==> src/rtl/pcmts_pkg.sv <==
/*
  constants shared by the pcm highway slot assigner and its shifters.
  assumes one system clock; all pcm timing is counted in pcm bit clocks.
*/
package pcmts_pkg;
  localparam int SLOT_W = 7;
  localparam int OFS_W = 3;
  localparam int CNT_W = 11;
  localparam int WORD_W = 16;
  localparam int SYNC_STAGES = 2;
  localparam logic [CNT_W-1:0] CNT_RST = 11'h000;
  localparam logic [CNT_W-1:0] CNT_MAX = 11'h7FF;
  localparam logic [4:0] LEN_BYTE = 5'h08;
  localparam logic [4:0] LEN_WORD = 5'h10;
  localparam logic [1:0] PORT_SEL_A = 2'h1;
  localparam logic [1:0] PORT_SEL_B = 2'h2;
  localparam int SIG_DET1_BIT = 7;
  localparam int SIG_DET2_BIT = 6;
  localparam int SIG_CLOCK_FAIL_FLAG_BIT = 2;
  localparam logic [WORD_W-1:0] WORD_RST = 16'h0000;
  typedef enum logic [1:0] {
    CODE_ALAW,
    CODE_MULAW,
    CODE_LINEAR
  } pcmts_code_e;
endpackage

==> src/rtl/pcmts_tx_shift.sv <==
/*
  transmit shifter: loads one 8 or 16 bit word and shifts it out msb first.
  assumes load, shift and abort are one-cycle pulses on the system clock.
*/
`timescale 1ns/1ns
module pcmts_tx_shift
  import pcmts_pkg::*;
(
  // clock and reset
  input wire logic mclk_i,
  input wire logic sys_rst_i,
  // control
  input wire logic load_i,
  input wire logic shift_i,
  input wire logic abort_i,
  input wire logic [4:0] len_i,
  input wire logic [pcmts_pkg::WORD_W-1:0] word_i,
  // serial side
  output logic bit_o,
  output logic busy_o
);
  import pcmts_pkg::*;

  logic [WORD_W-1:0] sr;
  logic [4:0] rem;

  assign bit_o = sr[WORD_W-1];

  // load wins over abort so a slot 0 start is not lost at frame sync
  always_ff @(posedge mclk_i) begin
    if (sys_rst_i) begin
      sr <= WORD_RST;
      rem <= 5'h00;
      busy_o <= 1'b0;
    end else if (load_i) begin
      sr <= word_i;
      rem <= len_i - 5'h01;
      busy_o <= 1'b1;
    end else if (abort_i) begin
      busy_o <= 1'b0;
    end else if (shift_i && busy_o) begin
      if (rem == 5'h00) begin
        busy_o <= 1'b0;
      end else begin
        sr <= {sr[WORD_W-2:0], 1'b0};
        rem <= rem - 5'h01;
      end
    end
  end
endmodule // pcmts_tx_shift

==> src/rtl/pcmts_rx_shift.sv <==
/*
  receive shifter with a-law and mu-law expander.
  assumes sample is a pulse; last is a level that marks the final bit of a sample.
*/
`timescale 1ns/1ns
module pcmts_rx_shift
  import pcmts_pkg::*;
(
  // clock and reset
  input wire logic mclk_i,
  input wire logic sys_rst_i,
  // serial side
  input wire logic sample_i,
  input wire logic last_i,
  input wire logic bit_i,
  input wire pcmts_pkg::pcmts_code_e code_i,
  // parallel side
  output logic [pcmts_pkg::WORD_W-1:0] word_o,
  output logic valid_o
);
  import pcmts_pkg::*;

  logic [WORD_W-2:0] sr;
  logic [WORD_W-1:0] full;

  // g.711 expansion to 16-bit two's complement
  function automatic logic [WORD_W-1:0] expand(logic [7:0] c, logic mu);
    logic [7:0] x;
    int mag;
    x = mu ? ~c : (c ^ 8'h55);
    if (mu) begin
      mag = ((int'(x[3:0]) << 3) + 132) << x[6:4];
      mag = mag - 132;
    end else begin
      mag = int'(x[3:0]) << 4;
      if (x[6:4] == 3'h0) begin
        mag = mag + 8;
      end else begin
        mag = (mag + 264) << (x[6:4] - 3'h1);
      end
    end
    // mu-law sign bit set means negative, a-law set means positive
    if (x[7] ^ ~mu) begin
      mag = -mag;
    end
    return mag[WORD_W-1:0];
  endfunction

  assign full = {sr, bit_i};

  always_ff @(posedge mclk_i) begin
    if (sys_rst_i) begin
      sr <= 15'h0000;
    end else if (sample_i) begin
      sr <= full[WORD_W-2:0];
    end
  end

  always_ff @(posedge mclk_i) begin
    if (sys_rst_i) begin
      word_o <= WORD_RST;
      valid_o <= 1'b0;
    end else begin
      valid_o <= sample_i && last_i;
      if (sample_i && last_i) begin
        word_o <= (code_i == CODE_LINEAR) ? full :
          expand(full[7:0], code_i == CODE_MULAW);
      end
    end
  end
endmodule // pcmts_rx_shift

==> src/rtl/pcmts_assigner.sv <==
/*
  pcm highway time slot assigner for one codec channel: transmit slot,
  clock slot, port and edge selection, signalling byte, receive slot and
  port selection. assumes config ports are static between frames and come
  from the command interface on mclk; pcm clock, frame marker and receive
  data are pins and are resynchronised here.
*/
// Functional notes
// - linear sample spans two back-to-back slots
// - companded sample is one byte, one slot
// - signalling byte follows companded byte when enabled
// - frame marker defines transmit slot zero
// - slot selectors are seven bits wide
// - works for 128 khz to 8.192 mhz clocks
// - bytes leave msb first
// - three-bit clock slot delays by 0-7 bits
// - fractional slot keeps strobe active, data undefined
// - receive last full slot unusable past remainder
// - port a, b or both, strobes low
// - transmit outputs change on selected clock edge
// - transmitted word readable by the command interface
// - expander used unless linear coding selected
// - frame marker defines receive slot zero
// - receive data taken from one selected port
// - law or linear picked by one setting
// - linear words two's complement, sign first
// - signalling byte carries detects and clock fail
`timescale 1ns/1ns
module pcmts_assigner
  import pcmts_pkg::*;
(
  // clock and reset
  input wire logic mclk_i,
  input wire logic sys_rst_i,
  // pcm highway pins
  input wire logic pcm_clk_i,
  input wire logic frame_marker_i,
  input wire logic rx_data_port_a_i,
  input wire logic rx_data_port_b_i,
  output logic tx_data_port_a_o,
  output logic tx_data_port_b_o,
  output logic tx_slot_active_a_n_o,
  output logic tx_slot_active_b_n_o,
  // configuration
  input wire logic [pcmts_pkg::SLOT_W-1:0] tx_slot_select_i,
  input wire logic [pcmts_pkg::OFS_W-1:0] tx_bit_offset_i,
  input wire logic [pcmts_pkg::SLOT_W-1:0] rx_slot_select_i,
  input wire logic [pcmts_pkg::OFS_W-1:0] rx_bit_offset_i,
  input wire pcmts_pkg::pcmts_code_e code_sel_i,
  input wire logic pcm_signalling_select_i,
  input wire logic [1:0] tx_port_sel_i,
  input wire logic rx_port_b_sel_i,
  input wire logic tx_edge_rising_i,
  // signalling sources
  input wire logic line_detect_one_i,
  input wire logic line_detect_two_i,
  input wire logic line_detect_alt_i,
  input wire logic line_alt_sel_i,
  input wire logic clock_fail_flag_i,
  // signal processor side
  input wire logic [pcmts_pkg::WORD_W-1:0] tx_sample_i,
  output logic [pcmts_pkg::WORD_W-1:0] rx_word_o,
  output logic rx_valid_o,
  output logic [pcmts_pkg::WORD_W-1:0] tx_readback_o
);
  import pcmts_pkg::*;

  logic [SYNC_STAGES-1:0] pclk_sync;
  logic [SYNC_STAGES-1:0] fs_sync;
  logic [SYNC_STAGES-1:0] dra_sync;
  logic [SYNC_STAGES-1:0] drb_sync;
  logic pclk_prev;
  logic fs_prev;
  logic frame_seen;
  logic pclk_rise;
  logic pclk_fall;
  logic frame_start;
  logic tx_edge;
  logic [CNT_W-1:0] bit_cnt;
  logic [CNT_W-1:0] next_cnt;
  logic [CNT_W-1:0] tx_pos;
  logic [CNT_W-1:0] tx_start;
  logic [CNT_W-1:0] rx_start;
  logic [CNT_W-1:0] rx_end;
  logic [4:0] tx_len;
  logic [4:0] rx_len;
  logic linear;
  logic sig_en;
  logic [7:0] sig_byte;
  logic [WORD_W-1:0] tx_hold;
  logic [WORD_W-1:0] tx_src;
  logic [WORD_W-1:0] tx_word;
  logic tx_load;
  logic tx_bit;
  logic tx_busy;
  logic rx_sample;
  logic rx_last;
  logic rx_bit;

  // slot start in bit clocks from the frame marker
  function automatic logic [CNT_W-1:0] slot_start(
    logic [SLOT_W-1:0] slot, logic [OFS_W-1:0] ofs);
    return {1'b0, slot, 3'b000} + {8'h00, ofs};
  endfunction

  // pins pass two flops; only the second stage is read
  always_ff @(posedge mclk_i) begin
    if (sys_rst_i) begin
      pclk_sync <= '0;
      fs_sync <= '0;
      dra_sync <= '0;
      drb_sync <= '0;
    end else begin
      pclk_sync <= {pclk_sync[0], pcm_clk_i};
      fs_sync <= {fs_sync[0], frame_marker_i};
      dra_sync <= {dra_sync[0], rx_data_port_a_i};
      drb_sync <= {drb_sync[0], rx_data_port_b_i};
    end
  end

  // 8.192 mhz is under half of mclk, so every pcm edge is seen
  always_ff @(posedge mclk_i) begin
    if (sys_rst_i) begin
      pclk_prev <= 1'b0;
    end else begin
      pclk_prev <= pclk_sync[1];
    end
  end

  assign pclk_rise = pclk_sync[1] && !pclk_prev;
  assign pclk_fall = !pclk_sync[1] && pclk_prev;
  assign frame_start = pclk_fall && fs_sync[1] && !fs_prev;
  assign tx_edge = tx_edge_rising_i ? pclk_rise : pclk_fall;

  // frame marker sampled on falling edges of the pcm clock
  always_ff @(posedge mclk_i) begin
    if (sys_rst_i) begin
      fs_prev <= 1'b0;
      frame_seen <= 1'b0;
    end else if (pclk_fall) begin
      fs_prev <= fs_sync[1];
      if (frame_start) begin
        frame_seen <= 1'b1;
      end
    end
  end

  always_comb begin
    if (frame_start) begin
      next_cnt = CNT_RST;
    end else if (bit_cnt == CNT_MAX) begin
      next_cnt = bit_cnt;
    end else begin
      next_cnt = bit_cnt + 11'h001;
    end
  end

  // saturating bit counter; a missing marker cannot wrap onto slot 0
  always_ff @(posedge mclk_i) begin
    if (sys_rst_i) begin
      bit_cnt <= CNT_MAX;
    end else if (pclk_fall) begin
      bit_cnt <= next_cnt;
    end
  end

  assign linear = (code_sel_i == CODE_LINEAR);
  assign sig_en = pcm_signalling_select_i && !linear;
  assign tx_len = (linear || sig_en) ? LEN_WORD : LEN_BYTE;
  assign rx_len = linear ? LEN_WORD : LEN_BYTE;
  assign tx_start = slot_start(tx_slot_select_i, tx_bit_offset_i);
  assign rx_start = slot_start(rx_slot_select_i, rx_bit_offset_i);

  always_comb begin
    sig_byte = 8'h00;
    sig_byte[SIG_DET1_BIT] = line_detect_one_i;
    sig_byte[SIG_DET2_BIT] = line_alt_sel_i ? line_detect_alt_i :
      line_detect_two_i;
    sig_byte[SIG_CLOCK_FAIL_FLAG_BIT] = clock_fail_flag_i;
  end

  // sample captured at the marker so a word never tears mid-slot
  always_ff @(posedge mclk_i) begin
    if (sys_rst_i) begin
      tx_hold <= WORD_RST;
    end else if (frame_start) begin
      tx_hold <= tx_sample_i;
    end
  end

  // with falling-edge transmit, slot 0 loads in the marker cycle, before tx_hold has the new sample
  assign tx_src = frame_start ? tx_sample_i : tx_hold;

  always_comb begin
    if (linear) begin
      tx_word = tx_src;
    end else if (sig_en) begin
      tx_word = {tx_src[7:0], sig_byte};
    end else begin
      tx_word = {tx_src[7:0], 8'h00};
    end
  end

  // rising edges use the count already advanced at the last falling edge
  assign tx_pos = tx_edge_rising_i ? bit_cnt : next_cnt;
  assign tx_load = tx_edge && frame_seen && (tx_pos == tx_start);

  // the marker ends a slot cut short by a fractional frame tail
  pcmts_tx_shift u_tx (
    .mclk_i(mclk_i),
    .sys_rst_i(sys_rst_i),
    .load_i(tx_load),
    .shift_i(tx_edge),
    .abort_i(frame_start),
    .len_i(tx_len),
    .word_i(tx_word),
    .bit_o(tx_bit),
    .busy_o(tx_busy)
  );

  always_ff @(posedge mclk_i) begin
    if (sys_rst_i) begin
      tx_data_port_a_o <= 1'b0;
      tx_data_port_b_o <= 1'b0;
      tx_slot_active_a_n_o <= 1'b1;
      tx_slot_active_b_n_o <= 1'b1;
    end else begin
      tx_data_port_a_o <= tx_busy && tx_port_sel_i[0] && tx_bit;
      tx_data_port_b_o <= tx_busy && tx_port_sel_i[1] && tx_bit;
      tx_slot_active_a_n_o <= !(tx_busy && tx_port_sel_i[0]);
      tx_slot_active_b_n_o <= !(tx_busy && tx_port_sel_i[1]);
    end
  end

  always_ff @(posedge mclk_i) begin
    if (sys_rst_i) begin
      tx_readback_o <= WORD_RST;
    end else if (tx_load) begin
      tx_readback_o <= tx_word;
    end
  end

  // a receive slot cut by the next marker never raises valid
  assign rx_end = rx_start + {6'h00, rx_len} - 11'h001;
  assign rx_sample = pclk_fall && frame_seen && (next_cnt >= rx_start) &&
    (next_cnt <= rx_end);
  assign rx_last = (next_cnt == rx_end);
  assign rx_bit = rx_port_b_sel_i ? drb_sync[1] : dra_sync[1];

  pcmts_rx_shift u_rx (
    .mclk_i(mclk_i),
    .sys_rst_i(sys_rst_i),
    .sample_i(rx_sample),
    .last_i(rx_last),
    .bit_i(rx_bit),
    .code_i(code_sel_i),
    .word_o(rx_word_o),
    .valid_o(rx_valid_o)
  );

  // helper: bits shifted out during the current transmission
  logic [4:0] tx_sent;
  always_ff @(posedge mclk_i) begin
    if (sys_rst_i) begin
      tx_sent <= 5'h00;
    end else if (tx_load) begin
      tx_sent <= 5'h01;
    end else if (tx_edge && tx_busy) begin
      tx_sent <= tx_sent + 5'h01;
    end
  end
endmodule // pcmts_assigner

==> config.mk <==
export PLATFORM = sky130hd
export DESIGN_NAME = pcmts_assigner
export DESIGN_NICKNAME = d
export VERILOG_FILES = /design/src/rtl/pcmts_pkg.sv /design/src/rtl/pcmts_tx_shift.sv /design/src/rtl/pcmts_rx_shift.sv /design/src/rtl/pcmts_assigner.sv
export SDC_FILE = /design/constraint.sdc
export NUM_CORES = 1
export LEC_CHECK = 0
export ABC_AREA = 1
export BUFFER_PORTS_ARGS = -buffer_cell sky130_fd_sc_hd__buf_2
export CORE_AREA = 2 2 138 140
export DETAILED_ROUTE_END_ITERATION = 12
export DIE_AREA = 0 0 140 142
export HOLD_SLACK_MARGIN = 0.15
export PLACE_DENSITY_LB_ADDON = 0.25
export SYNTH_ARGS = -nofsm -noshare
export SYNTH_HDL_FRONTEND = slang
export SYNTH_SLANG_ARGS = --single-unit
==> constraint.sdc <==
create_clock -name mclk_i -period 4.5 [get_ports mclk_i]
set_clock_uncertainty 0.2 [all_clocks]
set_input_delay 0.45 -clock mclk_i [delete_from_list [all_inputs] [get_ports mclk_i]]
set_output_delay 0.45 -clock mclk_i [all_outputs]
set_load 0.01 [all_outputs]
==> flow_summary.toml <==
[logic_synthesis]
yosysWarnings = 0
synth_area_leaders = "dfxtp_1, nand2_1, ha_1"
synth-async-reset-ratio_pct = 0
seq_area_frac_synth_pct = 31.0
synth.top_cell.area_share_pct = 31.0
synth-seq-cells = 112
netlist_instances = 1099
syn-num-nets = 1194
yosysUniqueCellTypes = 54
avgSynthCellArea_um2 = 6.59
synth-edff-count = 0
synth_flop_cell = "dfxtp_1"
yosys.area.top_type = "dfxtp_1"
synth_area_um2 = 7240

[setup_path]
criticalPathCategory = "primary input to register"
cp.arrival_ps = 4130
end_kind = "register"
crit_path_max_fanout = 15
start_kind = "primary input"
crit_required_ps = 4580
worst-r2r-setup-slack_ps = 560

[route]
via_per_inst = 5.05
drcViolationCount = 6
ant_nets = 0
wl_met2_mm = 9.12
wl_per_cell_um = 13.7
wl_met3_um = 967
wl_met1_mm = 9.36
top_layer_used = "met5"
drt_iter0_markers = 463
num_vias = 7217
routed_wl_mm = 19.6
firstDrtPassIters = 9

[clocking]
cts_made_buffers = 9
htreeDepth = 3
tritoncts = "done"
cts_buffer_depth = 2
cts.reportedPaths.clkPinSlew_ps = 90
insertion_delay_ps = 360
clock-sinks = 112
ctsRootBufferMaster = "clkbuf_16"

[floorplanning]
die_area_um2 = 19900
die_h_um = 142
pin_count = 91
num_rows = 50
start_util_pct = 39.2
fp.dieW_um = 140
core_um2 = 18500

[pwr]
clkPwrFrac_pct = 36.1
power.internal_mw = 1.66
power_frac_comb_pct = 22.5
total_leakage_power_nw = 4.00
seqPwrFrac_pct = 41.3
swShare_pct = 31.5
peakVddDrop_mv = 0.196
power_density_nw_per_um2 = 289
p_switching_uw = 765

[status]
violations = "DRC"
status = "finished with violations"

[layout]
utilization_pct = 45.5
layout-drive-gt1-share_pct = 14.9
fin_nets = 1284
antenna_cells = 0
final_cell_mix = "nand2_1, dfxtp_1, nor2_1, inv_1, a21oi_1"
fill_cells = 1971
final_cell_area_um2 = 8400
final_common_cell = "nand2_1"
area_delta_synth_final_pct = 16.0

[sta]
maxSlewViolCount = 0
rsz0062_at_grt = "false"
final_hold_viol_count = 0
max-slew-margin-rel_pct = 40.3
worstMarginPinSlew_ps = 895
period_needed_ps = 4050
max_freq_mhz = 247
fin_crit_sh_pct = 90.1
setup_viol = 0

[grt]
grt_usage_pct = 19.7
overflow = 0
grt_pass1_vias = 6557
grt_pass1_wl_mm = 32.1
antenna_found_initial = 1
grt_max_degree = 81

[place]
dp_hpwl_mm = 14.8
gp_congestion = 0.925
dpl-instance-area_um2 = 7940
port_buffers = 90

[flow_run]
max_cap_viol_count = 0

[min_path]
hp-class = "primary input to register"
worst max-delay path, stage by stage:
cell      delay (ps)
buf_2             90
inv_1             70
nor2_4           250
ha_1             290
inv_1             60
ha_1             240
a21oi_1          130
nand2_1           90
a21oi_1          130
o21bai_1         100
a21oi_1          140
o21ai_0          130
a21o_1           180
a21oi_1          150
xor2_1           180
ha_1             270
a21oi_1          150
o21ai_0          110
a211oi_2         220
nand3_1          100
buf_4            200
inv_1            140
o211ai_1         100
a21oi_1          140
cells in the mapped netlist (3+ instances only):
library cell and count:
o21bai_1 3, inv_1 101, xor2_1 12, buf_2 7, nor3_1 5, o21ai_0 64
clkbuf_1 28, mux2i_1 16, o211ai_1 15, nor2_4 4, a211oi_1 3, nor2_1 108
nand2_1 309, o22ai_1 3, a21oi_1 91, inv_2 5, ha_1 40, nand3_1 82
nand2_2 7, xnor2_1 5, or2_2 3, o21ai_1 5, dfxtp_1 112, a21o_1 3
nand3b_1 5, nand4_1 13, clkinv_1 4, a21oi_2 4, buf_6 6, nor2_2 6
per-layer routing:
metal	track usage (%)	vias to the layer above
met2	32.5	155
met5	0	-
met3	3.60	13
met1	27.2	3271
li1	-	3776
met4	4.20	2
final timing paths:
path                        start             end  cells after the start
setup / recovery    code_sel_i[1]  u_rx.word_o[6]                     24
hold / removal    tx_sample_i[10]     tx_hold[10]                      3
setup reg to reg       bit_cnt[0]      u_rx.sr[7]                     20
hold reg to reg       dra_sync[0]     dra_sync[1]                      2
power groups by stage:
stage	sequential (mW)	combinational, mW	clock, mW
final	1.00	0.548	0.877
after detailed placement	1.03	0.530	0
after global routing	1.01	0.627	0.934
after CTS	1.00	0.538	0.895
after floorplan	1.03	0.389	0
after global placement	1.03	0.527	0
kinds of logic (layout without fill, tap and decap cells):
logic type,after synthesis,in the layout,synth area share (%)
DFF,112,112,31.0
and+or+nand+nor,554,554,32.6
buffers and inverters,155,250,8.90
muxes,16,16,2.21
adders and majority gates,41,41,7.19
AOI/OAI and AO/OA,204,204,16.1
xor gates and xnor gates,17,17,2.06
final cells by class:
cell class / count / area [um^2] / share of cell area, %
Tap cell: 234 / 293 / 3.48
Inverter: 111 / 422 / 5.02
Clock inverter: 7 / 103 / 1.22
Multi-Input combinational cell: 832 / 4400 / 52.3
Clock buffer: 9 / 225 / 2.68
Timing Repair Buffer: 122 / 714 / 8.50
Timing Repair inverter: 1 / 7.51 / 0.0893
Sequential cell: 112 / 2240 / 26.7
sequential cells by signal (all words and copies together), names as in the netlist:
| signal | flops |
|---|---|
| tx_hold | 16 |
| tx_readback_o | 16 |
| u_rx.word_o | 16 |
| u_tx.sr | 16 |
| u_rx.sr | 15 |
| bit_cnt | 11 |
| u_tx.rem | 5 |
| dra_sync | 2 |
| drb_sync | 2 |
| fs_sync | 2 |
| pclk_sync | 2 |
| frame_seen | 1 |
| fs_prev | 1 |
| pclk_prev | 1 |
| tx_data_port_a_o | 1 |
| tx_data_port_b_o | 1 |
| tx_slot_active_a_n_o | 1 |
| tx_slot_active_b_n_o | 1 |
| u_rx.valid_o | 1 |
| u_tx.busy_o | 1 |
per-stage QoR:
stage | hold WS (ps) | setup TNS (ps) | setup slack (ps) | power, mW | std cells
after CTS | 153 | 0 | 167 | 2.44 | 1426
after floorplan | 188 | 0 | 23.0 | 1.41 | 1099
after detailed placement | 194 | -21.3 | -21.3 | 1.56 | 1402
final | 152 | 0 | 447 | 2.43 | 1428
after global placement | 189 | 0 | 92.7 | 1.55 | 1402
after global routing | 182 | 0 | 52.7 | 2.57 | 1428
repair_timing:
action | 4_1_cts | 5_1_grt
hold buffers | 8 | 0
gates resized for setup | 0 | 12
setup endpoints to repair | 0 | 32
setup buffers | 0 | 1
hold endpoints to repair | 9 | 0
Note: power is estimated with default switching activity, not from simulation.
